<file path="config.mk">
export PLATFORM = sky130hd
export DESIGN_NAME = pmam_core
export DESIGN_NICKNAME = d
export VERILOG_FILES = /design/src/pmam_pkg.sv /design/src/pmam_core.sv
export SDC_FILE = /design/constraint.sdc
export NUM_CORES = 2
export LEC_CHECK = 0
export ABC_AREA = 1
export BUFFER_PORTS_ARGS = -buffer_cell sky130_fd_sc_hd__buf_2
export CORE_ASPECT_RATIO = 1.75
export CORE_MARGIN = 3
export CORE_UTILIZATION = 28
export DETAILED_ROUTE_END_ITERATION = 10
export HOLD_SLACK_MARGIN = 0.03
export PLACE_DENSITY_LB_ADDON = 0.1
export SYNTH_ARGS = -nofsm -noshare
export SYNTH_HDL_FRONTEND = slang
export SYNTH_SLANG_ARGS = --single-unit
</file>
<file path="constraint.sdc">
create_clock -name core_clk -period 17 [get_ports core_clk]
set_clock_uncertainty 0.15 [all_clocks]
set_input_delay 0.85 -clock core_clk [delete_from_list [all_inputs] [get_ports core_clk]]
set_output_delay 0.85 -clock core_clk [all_outputs]
set_load 0.1 [all_outputs]
</file>
<file path="src/pmam_pkg.sv">
package pmam_pkg;

  // Clock and timebase
  localparam int CLK_PERIOD_NS = 25;
  localparam int TICK_NS = 1000;
  localparam int TICK_CYCLES = (TICK_NS + CLK_PERIOD_NS - 1) / CLK_PERIOD_NS;

  // Register byte offsets
  localparam logic [7:0] OFS_GEN = 8'h00;
  localparam logic [7:0] OFS_CFG = 8'h04;
  localparam logic [7:0] OFS_DIAG = 8'h08;
  localparam logic [7:0] OFS_THR = 8'h0c;
  localparam logic [7:0] OFS_THR_LAST = 8'h20;
  localparam logic [7:0] OFS_RES = 8'h24;
  localparam logic [7:0] OFS_RES_LAST = 8'h30;

  // Mode encodings
  localparam logic [1:0] OP_SHUTDOWN = 2'h0;
  localparam logic [1:0] OP_TRIG = 2'h1;
  localparam logic [1:0] OP_CONT = 2'h2;

  // Threshold reset values, index 0 shunt low .. 5 wattage
  localparam logic [5:0][15:0] THR_RESET = {16'h7fff, 16'hffff, 16'h0000,
                                            16'h7fff, 16'h7fff, 16'h8000};

  // Converter configuration word
  typedef struct packed {
    logic [14:0] rsv;
    logic [2:0] avg;
    logic [2:0] temp_ct;
    logic [2:0] bus_ct;
    logic [2:0] shunt_ct;
    logic [2:0] chan_en;
    logic [1:0] op;
  } pmam_cfg_t;

  localparam pmam_cfg_t CFG_RESET = '{rsv: 15'h0000, avg: 3'h0,
    temp_ct: 3'h5, bus_ct: 3'h5, shunt_ct: 3'h5, chan_en: 3'h7, op: OP_CONT};

  // Diagnostic word layout
  localparam int DIAG_HOLD = 0;
  localparam int DIAG_DONE_EN = 1;
  localparam int DIAG_AVG_CMP = 2;
  localparam int DIAG_POL = 3;
  localparam int DIAG_DONE = 8;
  localparam int DIAG_OVF = 9;
  localparam int DIAG_TRIM = 10;
  localparam int DIAG_FLAGS = 16;
  localparam int GEN_RST = 0;

  // Power scaling and filter window base
  localparam int PWR_SHIFT = 15;
  localparam logic [3:0] WIN_BASE = 4'h5;

  // Sequencer states
  typedef enum logic [1:0] {PMAM_IDLE, PMAM_CONV, PMAM_NEXT} pmam_seq_t;

  // APB carriers
  typedef struct packed {
    logic psel;
    logic penable;
    logic pwrite;
    logic [7:0] paddr;
    logic [31:0] pwdata;
    logic [3:0] pstrb;
  } pmam_apb_req_t;

  typedef struct packed {
    logic [31:0] prdata;
    logic pready;
    logic pslverr;
  } pmam_apb_rsp_t;

  // Conversion time in microseconds per code
  function automatic logic [12:0] ct_us(input logic [2:0] c);
    case (c)
      3'h0: return 13'h0032;
      3'h1: return 13'h0054;
      3'h2: return 13'h0096;
      3'h3: return 13'h0118;
      3'h4: return 13'h021c;
      3'h5: return 13'h041c;
      3'h6: return 13'h081a;
      default: return 13'h1018;
    endcase
  endfunction

  // Averaging count as a power-of-two shift
  function automatic logic [3:0] avg_shift(input logic [2:0] c);
    case (c)
      3'h0: return 4'h0;
      3'h1: return 4'h2;
      3'h2: return 4'h4;
      3'h3: return 4'h6;
      3'h4: return 4'h7;
      3'h5: return 4'h8;
      3'h6: return 4'h9;
      default: return 4'ha;
    endcase
  endfunction

endpackage

</file>
<file path="src/pmam_core.sv">
// Chosen here: the register offsets and the APB slave port.
`timescale 1ns/1ps
module pmam_core #(
  parameter int US_CYCLES = pmam_pkg::TICK_CYCLES
) (
  input wire logic core_clk, // System clock
  input wire logic rst, // Synchronous reset, active high
  input wire pmam_pkg::pmam_apb_req_t apb_req, // APB request
  output pmam_pkg::pmam_apb_rsp_t apb_rsp, // APB response
  input wire logic [15:0] adc_raw, // Modulator sample, two's complement
  input wire logic trim_good, // Trim memory health
  output logic [1:0] conv_channel, // Channel on the input mux
  output logic conv_busy, // Converter running
  output logic alert_o, // Open-drain alert level
  output logic alert_oe // Alert driven low when high
);

  localparam int TW = (US_CYCLES > 1) ? $clog2(US_CYCLES) : 1;

  // Refuse a timebase that cannot count
  if (US_CYCLES < 1) begin : g_bad_tick
    $error("US_CYCLES must be at least one");
  end

  ////////////////////////////////////////////////////////////////////////////
  // State
  typedef struct packed {
    pmam_pkg::pmam_seq_t seq;
    logic [1:0] ch;
    logic [TW-1:0] tick_cnt;
    logic [12:0] ticks;
    logic [27:0] acc;
    logic [15:0] res;
    logic [9:0] round;
    logic [2:0][25:0] sum;
    logic [2:0][15:0] sngl;
    logic [3:0][15:0] outv;
    logic [3:0][15:0] cmp;
    logic [3:0] cmp_ok;
    pmam_pkg::pmam_cfg_t cfg;
    logic [3:0] ctl;
    logic [5:0][15:0] thr;
    logic [5:0] flags;
    logic done;
    logic ovf;
    logic trim_ok;
    logic hold;
    logic alert_oe;
    logic soft_rst;
  } pmam_state_t;

  pmam_state_t r;
  pmam_state_t n;

  // Default contents after either reset
  function automatic pmam_state_t rst_state();
    pmam_state_t s;
    s = '0;
    s.seq = pmam_pkg::PMAM_IDLE;
    s.cfg = pmam_pkg::CFG_RESET;
    s.thr = pmam_pkg::THR_RESET;
    return s;
  endfunction

  // Merge write data by byte strobes
  function automatic logic [31:0] wmerge(input logic [31:0] old,
                                         input logic [31:0] wd,
                                         input logic [3:0] st);
    logic [31:0] m;
    m = old;
    for (int b = 0; b < 4; b++) begin
      if (st[b]) begin
        m[8*b +: 8] = wd[8*b +: 8];
      end
    end
    return m;
  endfunction

  // Scaled power with saturation, top bit flags overflow
  function automatic logic [16:0] pwr_calc(input logic [15:0] a,
                                           input logic [15:0] b);
    logic signed [31:0] p;
    logic signed [31:0] s;
    p = $signed(a) * $signed(b);
    s = p >>> pmam_pkg::PWR_SHIFT;
    if (s[31:15] != {17{s[31]}}) begin
      return {1'b1, s[31] ? 16'h8000 : 16'h7fff};
    end
    return {1'b0, s[15:0]};
  endfunction

  ////////////////////////////////////////////////////////////////////////////
  // Bus decode
  logic acc_phase;
  logic wr;
  logic rd;
  logic hit_thr;
  logic hit_res;
  logic mapped;
  logic [2:0] thr_idx;
  logic [1:0] res_idx;
  logic cfg_wr;
  logic diag_rd;
  pmam_pkg::pmam_cfg_t cfg_new;

  assign acc_phase = apb_req.psel && apb_req.penable;
  assign wr = acc_phase && apb_req.pwrite;
  assign rd = acc_phase && !apb_req.pwrite;
  assign hit_thr = apb_req.paddr >= pmam_pkg::OFS_THR &&
                   apb_req.paddr <= pmam_pkg::OFS_THR_LAST &&
                   apb_req.paddr[1:0] == 2'h0;
  assign hit_res = apb_req.paddr >= pmam_pkg::OFS_RES &&
                   apb_req.paddr <= pmam_pkg::OFS_RES_LAST &&
                   apb_req.paddr[1:0] == 2'h0;
  assign mapped = hit_thr || hit_res ||
                  apb_req.paddr == pmam_pkg::OFS_GEN ||
                  apb_req.paddr == pmam_pkg::OFS_CFG ||
                  apb_req.paddr == pmam_pkg::OFS_DIAG;
  assign thr_idx = 3'((apb_req.paddr - pmam_pkg::OFS_THR) >> 2);
  assign res_idx = 2'((apb_req.paddr - pmam_pkg::OFS_RES) >> 2);
  assign cfg_wr = wr && apb_req.paddr == pmam_pkg::OFS_CFG;
  assign diag_rd = rd && apb_req.paddr == pmam_pkg::OFS_DIAG;
  assign cfg_new = pmam_pkg::pmam_cfg_t'(wmerge(r.cfg, apb_req.pwdata,
                                                apb_req.pstrb));

  // Zero-wait answer, error on unmapped addresses
  always_comb begin
    apb_rsp.pready = 1'b1;
    apb_rsp.pslverr = acc_phase && !mapped;
    apb_rsp.prdata = 32'h0000_0000;
    if (apb_req.paddr == pmam_pkg::OFS_CFG) begin
      apb_rsp.prdata = r.cfg;
    end else if (apb_req.paddr == pmam_pkg::OFS_DIAG) begin
      apb_rsp.prdata[pmam_pkg::DIAG_POL:pmam_pkg::DIAG_HOLD] = r.ctl;
      apb_rsp.prdata[pmam_pkg::DIAG_DONE] = r.done;
      apb_rsp.prdata[pmam_pkg::DIAG_OVF] = r.ovf;
      apb_rsp.prdata[pmam_pkg::DIAG_TRIM] = r.trim_ok;
      apb_rsp.prdata[pmam_pkg::DIAG_FLAGS +: 6] = r.flags;
    end else if (hit_thr) begin
      apb_rsp.prdata[15:0] = r.thr[thr_idx];
    end else if (hit_res) begin
      apb_rsp.prdata[15:0] = r.outv[res_idx];
    end
  end

  ////////////////////////////////////////////////////////////////////////////
  // Sequencer helpers
  logic tick;
  logic [2:0] ct_code;
  logic [12:0] period;
  logic [3:0] win_k;
  logic [12:0] win_start;
  logic [1:0] first_ch;
  logic [1:0] nxt_ch;
  logic nxt_found;
  logic load_now;
  logic [3:0] ash;
  logic [9:0] round_last;
  logic fault;
  logic active;
  logic [5:0] flag_now;

  assign tick = r.tick_cnt == TW'(US_CYCLES - 1);
  assign ct_code = (r.ch == 2'h0) ? r.cfg.shunt_ct :
                   (r.ch == 2'h1) ? r.cfg.bus_ct : r.cfg.temp_ct;
  assign period = pmam_pkg::ct_us(ct_code);
  assign win_k = pmam_pkg::WIN_BASE + {1'b0, ct_code};
  assign win_start = period - (13'h0001 << win_k);
  assign ash = pmam_pkg::avg_shift(r.cfg.avg);
  assign round_last = 10'((11'h001 << ash) - 11'h001);
  assign load_now = !nxt_found && r.round == round_last;

  // Channel order: lowest enabled first
  always_comb begin
    first_ch = 2'h0;
    nxt_ch = 2'h0;
    nxt_found = 1'b0;
    for (int i = 2; i >= 0; i--) begin
      if (r.cfg.chan_en[i]) begin
        first_ch = 2'(i);
        if (2'(i) > r.ch) begin
          nxt_ch = 2'(i);
          nxt_found = 1'b1;
        end
      end
    end
  end

  // Signed comparisons against thresholds
  for (genvar f = 0; f < 6; f++) begin : g_cmp
    localparam int SRC = (f < 2) ? 0 : (f < 4) ? 1 : (f == 4) ? 2 : 3;
    localparam bit OVER = (f == 1) || (f == 2) || (f == 4) || (f == 5);
    if (OVER) begin : g_over
      assign flag_now[f] = r.cmp_ok[SRC] &&
        $signed(r.cmp[SRC]) > $signed(r.thr[f]);
    end else begin : g_under
      assign flag_now[f] = r.cmp_ok[SRC] &&
        $signed(r.cmp[SRC]) < $signed(r.thr[f]);
    end
  end

  // Alert source selection
  assign fault = |r.flags;
  assign active = (r.ctl[pmam_pkg::DIAG_HOLD] ? (r.hold || fault) : fault) ||
                  (r.ctl[pmam_pkg::DIAG_DONE_EN] && r.done);

  ////////////////////////////////////////////////////////////////////////////
  // Next state
  always_comb begin
    logic [25:0] s_new;
    logic [25:0] s_sh;
    logic [27:0] a_sh;
    logic [16:0] pw;
    logic done_set;
    logic done_clr;
    logic ovf_set;
    s_new = '0;
    s_sh = '0;
    a_sh = '0;
    pw = '0;
    done_set = 1'b0;
    ovf_set = 1'b0;
    // Mode code 3 acts as shutdown, so it keeps the flag as well
    done_clr = diag_rd || (cfg_wr && (cfg_new.op == pmam_pkg::OP_TRIG ||
               cfg_new.op == pmam_pkg::OP_CONT));
    n = r;
    n.tick_cnt = tick ? '0 : r.tick_cnt + TW'(1);
    n.trim_ok = trim_good;
    n.flags = flag_now;
    // Register writes, honoured in every mode
    if (wr) begin
      if (apb_req.paddr == pmam_pkg::OFS_GEN) begin
        n.soft_rst = apb_req.pstrb[0] && apb_req.pwdata[pmam_pkg::GEN_RST];
      end
      if (apb_req.paddr == pmam_pkg::OFS_DIAG && apb_req.pstrb[0]) begin
        n.ctl = apb_req.pwdata[pmam_pkg::DIAG_POL:pmam_pkg::DIAG_HOLD];
      end
      if (hit_thr) begin
        n.thr[thr_idx] = 16'(wmerge({16'h0000, r.thr[thr_idx]},
                                    apb_req.pwdata, apb_req.pstrb));
      end
      if (cfg_wr) begin
        n.cfg = cfg_new;
      end
    end
    case (r.seq)
      pmam_pkg::PMAM_IDLE: begin
        if (r.cfg.op == pmam_pkg::OP_CONT && |r.cfg.chan_en) begin
          n.seq = pmam_pkg::PMAM_CONV;
          n.ch = first_ch;
        end
      end
      pmam_pkg::PMAM_CONV: begin
        if (tick) begin
          if (r.ticks >= win_start) begin
            n.acc = r.acc + {{12{adc_raw[15]}}, adc_raw};
          end
          n.ticks = r.ticks + 13'h0001;
          if (r.ticks == period - 13'h0001) begin
            a_sh = 28'($signed(n.acc) >>> win_k);
            n.res = a_sh[15:0];
            n.acc = '0;
            n.ticks = '0;
            n.seq = pmam_pkg::PMAM_NEXT;
          end
        end
      end
      pmam_pkg::PMAM_NEXT: begin
        s_new = r.sum[r.ch] + {{10{r.res[15]}}, r.res};
        n.sum[r.ch] = s_new;
        n.sngl[r.ch] = r.res;
        // Single-conversion comparison
        if (!r.ctl[pmam_pkg::DIAG_AVG_CMP]) begin
          n.cmp[r.ch] = r.res;
          n.cmp_ok[r.ch] = 1'b1;
          if (r.ch == 2'h1 && r.cfg.chan_en[0]) begin
            pw = pwr_calc(r.sngl[0], r.res);
            n.cmp[3] = pw[15:0];
            n.cmp_ok[3] = 1'b1;
            ovf_set = pw[16];
          end
        end
        n.seq = pmam_pkg::PMAM_CONV;
        if (nxt_found) begin
          n.ch = nxt_ch;
        end else if (!load_now) begin
          n.round = r.round + 10'h001;
          n.ch = first_ch;
        end else begin
          // Averaging complete: publish results
          for (int c = 0; c < 3; c++) begin
            if (r.cfg.chan_en[c]) begin
              s_sh = 26'($signed(n.sum[c]) >>> ash);
              n.outv[c] = s_sh[15:0];
            end
          end
          if (r.cfg.chan_en[0] && r.cfg.chan_en[1]) begin
            pw = pwr_calc(n.outv[0], n.outv[1]);
            n.outv[3] = pw[15:0];
            ovf_set = pw[16];
          end
          if (r.ctl[pmam_pkg::DIAG_AVG_CMP]) begin
            for (int c = 0; c < 4; c++) begin
              if (r.cfg.chan_en[c % 3] &&
                  (c < 3 || (r.cfg.chan_en[0] && r.cfg.chan_en[1]))) begin
                n.cmp[c] = n.outv[c];
                n.cmp_ok[c] = 1'b1;
              end
            end
          end
          done_set = 1'b1;
          n.sum = '0;
          n.round = '0;
          n.ch = first_ch;
          if (r.cfg.op != pmam_pkg::OP_CONT) begin
            n.seq = pmam_pkg::PMAM_IDLE;
          end
        end
      end
      default: n.seq = pmam_pkg::PMAM_IDLE;
    endcase
    // Mode write aborts; it restarts only in triggered or continuous mode with a channel enabled
    if (cfg_wr) begin
      n.acc = '0;
      n.ticks = '0;
      n.sum = '0;
      n.round = '0;
      n.ch = first_ch;
      n.seq = pmam_pkg::PMAM_IDLE;
      if ((cfg_new.op == pmam_pkg::OP_TRIG ||
           cfg_new.op == pmam_pkg::OP_CONT) && |cfg_new.chan_en) begin
        n.seq = pmam_pkg::PMAM_CONV;
        for (int i = 2; i >= 0; i--) begin
          if (cfg_new.chan_en[i]) begin
            n.ch = 2'(i);
          end
        end
      end
    end
    // Sticky flags: a set in the clearing cycle wins
    n.done = done_set || (r.done && !done_clr);
    n.ovf = ovf_set || (r.ovf && !diag_rd);
    n.hold = r.ctl[pmam_pkg::DIAG_HOLD] &&
             (fault || (r.hold && !diag_rd));
    n.alert_oe = r.ctl[pmam_pkg::DIAG_POL] ? !active : active;
    if (r.soft_rst) begin
      n = rst_state();
    end
  end

  // State register
  always_ff @(posedge core_clk) begin
    if (rst) begin
      r <= rst_state();
    end else begin
      r <= n;
    end
  end

  assign conv_channel = r.ch;
  assign conv_busy = r.seq != pmam_pkg::PMAM_IDLE;
  assign alert_o = 1'b0;
  assign alert_oe = r.alert_oe;
endmodule // pmam_core

</file>
-- Word level (Yosys, flattened, before mapping)
Index checks and enable logic that the tools add are counted.
- add/sub/neg operators: 11
- reductions and logical operators: 77
- order comparisons: 19
- shifts and indexed selects: 6
- multiplexer cells: 124
- eq/ne operators: 29
- multiply operators: 2
- bitwise logic cells: 4
- operators with widths (kind ; count):
    16-bit 2-to-1 mux ; 23
    68-bit 2-to-1 mux ; 4
    78-bit 2-to-1 mux ; 2
    96-bit bitwise mux ; 1
    13-bit one-hot mux with 7 select lines ; 1
    28-bit 2-to-1 mux ; 3
    78-bit bitwise mux ; 1
    26-bit by 4-bit >>> shifter with 16-bit output ; 3
    17-bit 2-to-1 mux ; 4
    64-bit bitwise mux ; 1
    16-bit greater-than comparator ; 4
    16-bit by 16-bit multiplier with 32-bit output ; 2
    57-bit 2-to-1 mux ; 1
    26-bit binary-select mux with 2-bit select ; 1
    26-bit demux with 2-bit select ; 1
    26-bit 2-to-1 mux ; 2
    16-bit binary-select mux with 3-bit select ; 1
    48-bit bitwise mux ; 1
    16-bit demux with 3-bit select ; 1
    8-bit 2-to-1 mux ; 6
    1-bit 2-to-1 mux ; 35
    16-bit binary-select mux with 2-bit select ; 1
    16-bit demux with 2-bit select ; 1
    1-bit logical AND ; 32
    64 further kinds ; 140
- bits in registers: 479
- word-level logic and storage cells: 317
- input port bits: 66

-- Logic depth before layout (Yosys ltp)
- depth after elaboration: 25
- depth in mapped cells: 73
- mapped depth without buffers: 66

-- Worst setup path before layout
Ideal clock, no wire load.
- kind: register -> register
- start: reg r, in the netlist conv_channel[1]
- end: reg r[210] (netlist name)
- slack: 6.667 ns
- data required time: 16.718 ns
- stages on the path, launching flop included: 61
- setup time: 0.132 ns
- path buffers: 7
- arrival: 10.051 ns
- clock period less this slack: 10.333 ns
- path through: dfxtp_1 > buf_6 > inv_4 > nor2_1 > clkbuf_1 > clkbuf_1 > clkbuf_1 > clkbuf_1 > nand2_1 > o211ai_1 > ha_1 > fa_1 > nand2_1 > nand2_1 > nand3_2 > nand2_2 > nand2_2 > nand2_2 > [25 not listed] > fa_1 > inv_1 > ha_1 > a21oi_1 > o21a_1 > o21a_1 > nor2_1 > a211oi_1 > nand2_1 > nand2_2 > nand3_2 > buf_6 > nand2_1 > nand3_1 > nand2_1 > nand3_1 > nand2_1 > a21oi_1
- word-level cells in the longest chain between the ends: 23
- ends and longest elaborated chain (item ; line ; source):
    from (decl) ; pmam_core.sv:52 ; pmam_state_t r;
    from (signal assigned) ; pmam_core.sv:354 ; r <= rst_state();
    from (signal assigned) ; pmam_core.sv:356 ; r <= n;
    branches (longest 22 deep; another with 16-bit by 16-bit multiplier with 32-bit output) ; -- ;
    68-bit 2-to-1 mux * ; pmam_core.sv:284 ; if (nxt_found) begin
Mark *: on every way between the ends. The select of a mux whose other input is x is not followed.
A chain may end at the register's enable or synchronous reset.

-- Worst setup path after layout
- start: reg r, in the netlist conv_channel[0]
- end: reg r[205] (netlist name)
Same word-level chain as after synthesis.

==> flow_summary_export.csv <==
group,metric,value,unit
run_status,status,"complete, no violations",
critical_path,ff2ff_setup_slack,4.02,ns
timing,max_freq,0.0771,GHz
critical_path,r2r_cells,56,
logic_synthesis,synth_edf_count,0,
grt,grt_pass1_wl,344000,microns
critical_path,cp.required,17.35,ns
critical_path,cp_slowest_cell,"dfxtp_1",
critical_path,start_kind,"register",
placed_design,dp_cells,9634,
clock_tree,insertion_delay,0.67,ns
placed_design,gp_congestion,0.940,
timing,finalCritPeriodShare,76.3,%
logic_synthesis,ys_seq_area_share,17.4,%
timing,rsz0062_at_grt,"no",
drt,ant_nets,0,
die,die-width,330,microns
logic_synthesis,yosys_most_used_dff,"dfxtp_1",
power_and_ir_drop,leakagePower,26.8,nW
logic_synthesis,async_flop_share,0,%
drt,drtIter0Drc,2687,
min_path,worstHoldStart,"r[130]",
logic_synthesis,synthCells,7352,
final_layout,multi_input_area,0.0361,sq mm
timing,slew_headroom,9.80,%
logic_synthesis,synth.distinct_cells,73,
critical_path,setup.worst_path.start,"conv_channel[0]",
final_layout,design_area,0.0562,sq mm
critical_path,critPathCaptureType,"register",
power_and_ir_drop,vdd_drop_max,0.0711,mV
run,max_cap_violations,0,
logic_synthesis,syn_area,0.0513,sq mm
clock_tree,clockBufferDepth,3,
critical_path,arrival,13.33,ns
timing,fin_hold_ws,0.298,ns
critical_path,cp-endpoint,"r[205]",
grt,grt_max_degree,69,
clock_tree,hold_buffers,0,
timing,hold_viol,0,
timing,setup_tns,0,ns
logic_synthesis,yosys_warnings,0,
drt,totalWireLength,237000,microns
placed_design,port_buffers,102,
logic_synthesis,syn_avg_cell_area,6.98,sq um
clock_tree,clk_pin_slew,0.07,ns
min_path,hold_path_class,"reg2reg",
die,dieArea,0.189,sq mm
clock_tree,cts_sinks,447,
die,core,0.182,sq mm
clock_tree,cts_buffers,51,
timing,setup_viol,0,
power_and_ir_drop,power.density,47.5,mW/mm^2
final_layout,fin_util,30.9,%
critical_path,critical_path_class,"reg2reg",
die,ios,105,
clock_tree,cts_max_level,2,
clock_tree,cts_tree,"yes",
critical_path,r2r_end,"r[205]",
placed_design,hpwl,190000,microns
grt,grt_pass1_vias,50200,
critical_path,cp_slowest_stage_delay,0.71,ns
drt,firstDrtPassIters,7,
critical_path,crit_top_cell,"nand2_1",
timing,worst_pin_slew,1.35,ns
final_layout,fillCellCount,20000,
placed_design,placed_area,0.0544,sq mm
final_layout,final_cells,9724,
drt,vias_per_cell,5.02,
drt,vias,48800,
grt,globalRouteOverflowTotal,0,
die,floorplan.initialDensity,28.2,%
die,die_y,572,microns
min_path,whs_path_depth,2,
final_layout,finish.net_count,8211,
logic_synthesis,synth-seq-cells,447,
timing,slew_violations,0,
timing,min_period,12.98,ns
final_layout,final-seq-area,0.00895,sq mm
grt,antenna_found_initial,4,
final_layout,area_growth_syn_to_layout,9.47,%
clock_tree,cts_resized,0,
critical_path,crit_fanout,26,
critical_path,r2r_start,"conv_channel[0]",
die,num_rows,207,
final_layout,drive_gt1_share,6.65,%
clock_tree,root_buffer,"clkbuf_16",
drt,wl_per_cell,24.4,microns
drt,drcViolationCount,0,
clock_tree,cts_setup_buffers,0,
grt,grt_usage,25.0,%
==> worst max-delay path, delay by kind of cell, from the launching register on <==
kind	cells	cell delay [ns]
compound gates	9	2.02
simple gates	29	4.22
flops	1	0.71
xor+xnor	1	0.20
fa+ha+maj	9	3.72
buf+inv	8	1.74
==> per-layer routing <==
layer	GRT usage, %	up-vias	share of wire (%)
li1	-	23300	-
met1	24.6	23800	34
met2	47.8	1171	53
met3	2.40	502	3.3
met4	18.4	2	9.1
met5	0	-	0.0055
==> how the worst min path moves through the flow <==
stage / end
global placement: r[133]
floorplan: r[147]
global route: r[143]
CTS: r[0]
finish: r[130]
detailed placement: r[132]
==> area by class of cell <==
cell class / instances / share of cell area, %
Antenna cell: 2 / 0.00891
Clock buffer: 64 / 2.52
Clock inverter: 24 / 0.610
Inverter: 1294 / 8.68
Multi-Input combinational cell: 5262 / 64.3
Sequential cell: 447 / 15.9
Tap cell: 2403 / 5.35
Timing Repair Buffer: 228 / 2.59
==> registers in the layout, summed over array words and instances (netlist names) <==
name          cells
r               444
conv_channel      2
alert_oe          1
==> report_power, final <==
| group | leakage (nW) | switching, mW | total, mW | internal [mW] |
|---|---|---|---|---|
| Combinational | 22.4 | 0.290 | 0.376 | 0.0867 |
| Clock | 0.856 | 0.541 | 1.23 | 0.685 |
| Sequential | 3.61 | 0.00986 | 1.06 | 1.05 |
==> Yosys cell counts (8+ instances only) <==
master / instances / area share, %
nor4_1: 21 / 0.26
nand2_1: 1658 / 12
buf_1: 51 / 0.37
xnor2_1: 44 / 0.75
a221oi_1: 31 / 0.53
nor3_1: 39 / 0.38
mux2i_1: 39 / 0.76
nand3_2: 14 / 0.27
o2111ai_1: 8 / 0.14
o21a_1: 18 / 0.26
or2_2: 35 / 0.43
buf_4: 9 / 0.13
xor2_1: 68 / 1.2
o211ai_1: 84 / 1.2
nand4_1: 46 / 0.56
nand3b_1: 18 / 0.26
o21ai_2: 16 / 0.27
nand3_1: 362 / 3.5
fa_1: 525 / 20
inv_2: 26 / 0.19
clkbuf_1: 244 / 1.8
nor2_1: 519 / 3.8
o221ai_1: 34 / 0.58
buf_2: 38 / 0.37
a31oi_1: 20 / 0.24
nand2_2: 23 / 0.28
o21ai_1: 49 / 0.48
o22ai_1: 48 / 0.58
a21oi_2: 12 / 0.20
a21o_1: 13 / 0.19
a22oi_1: 14 / 0.20
inv_1: 1241 / 9.1
clkinv_1: 24 / 0.18
ha_1: 336 / 8.2
a211oi_1: 18 / 0.26
o21ai_0: 486 / 4.7
dfxtp_1: 447 / 17
a21oi_1: 576 / 5.6
==> placed cells by master (no fill, tap or decap), types with 20 or more instances in the layout <==
| cell | synthesis | routed |
|---|---|---|
| nor2_1 | 519 | 505 |
| inv_2 | 26 | 26 |
| nand2_2 | 23 | 24 |
| clkinv_1 | 24 | 24 |
| o21ai_0 | 486 | 484 |
| a21oi_1 | 576 | 576 |
| o22ai_1 | 48 | 48 |
| o221ai_1 | 34 | 34 |
| dfxtp_1 | 447 | 447 |
| a221oi_1 | 31 | 31 |
| ha_1 | 336 | 336 |
| mux2i_1 | 39 | 39 |
| a31oi_1 | 20 | 20 |
| nand2_1 | 1658 | 1657 |
| xor2_1 | 68 | 68 |
| or2_2 | 35 | 35 |
| nand4_1 | 46 | 46 |
| o211ai_1 | 84 | 84 |
| fa_1 | 525 | 525 |
| xnor2_1 | 44 | 44 |
| clkbuf_16 | 0 | 52 |
| buf_2 | 38 | 102 |
| buf_4 | 9 | 126 |
| nand3_1 | 362 | 362 |
| inv_1 | 1241 | 1238 |
| nor4_1 | 21 | 21 |
| nor3_1 | 39 | 38 |
| o21ai_1 | 49 | 51 |
==> metrics by stage <==
| stage | setup WS, ns | power [mW] |
|---|---|---|
| 3_3_place_gp | 4.17 | 1.46 |
| 4_1_cts | 4.04 | 2.70 |
| 6_report | 4.02 | 2.67 |
| 3_5_place_dp | 4.09 | 1.46 |
| 5_1_grt | 3.22 | 2.75 |
| 2_1_floorplan | 6.67 | 1.30 |
==> kinds of logic (layout without fill, tap and decap cells) <==
family                   after synthesis  in the layout  share of synthesized area (%)
XOR/XNOR                             113            113                           1.94
flip-flops                           447            447                           17.4
adder cells (fa/ha/maj)              861            861                           28.7
other                                  2              5                         0.0146
AND/OR/NAND/NOR                     2766           2766                           22.4
buffers and inverters               1644           1610                           12.3
AO/OA/AOI/OAI                       1480           1480                           16.5
multiplexers                          39             39                          0.760
Note: power is estimated with default switching activity, not from simulation.
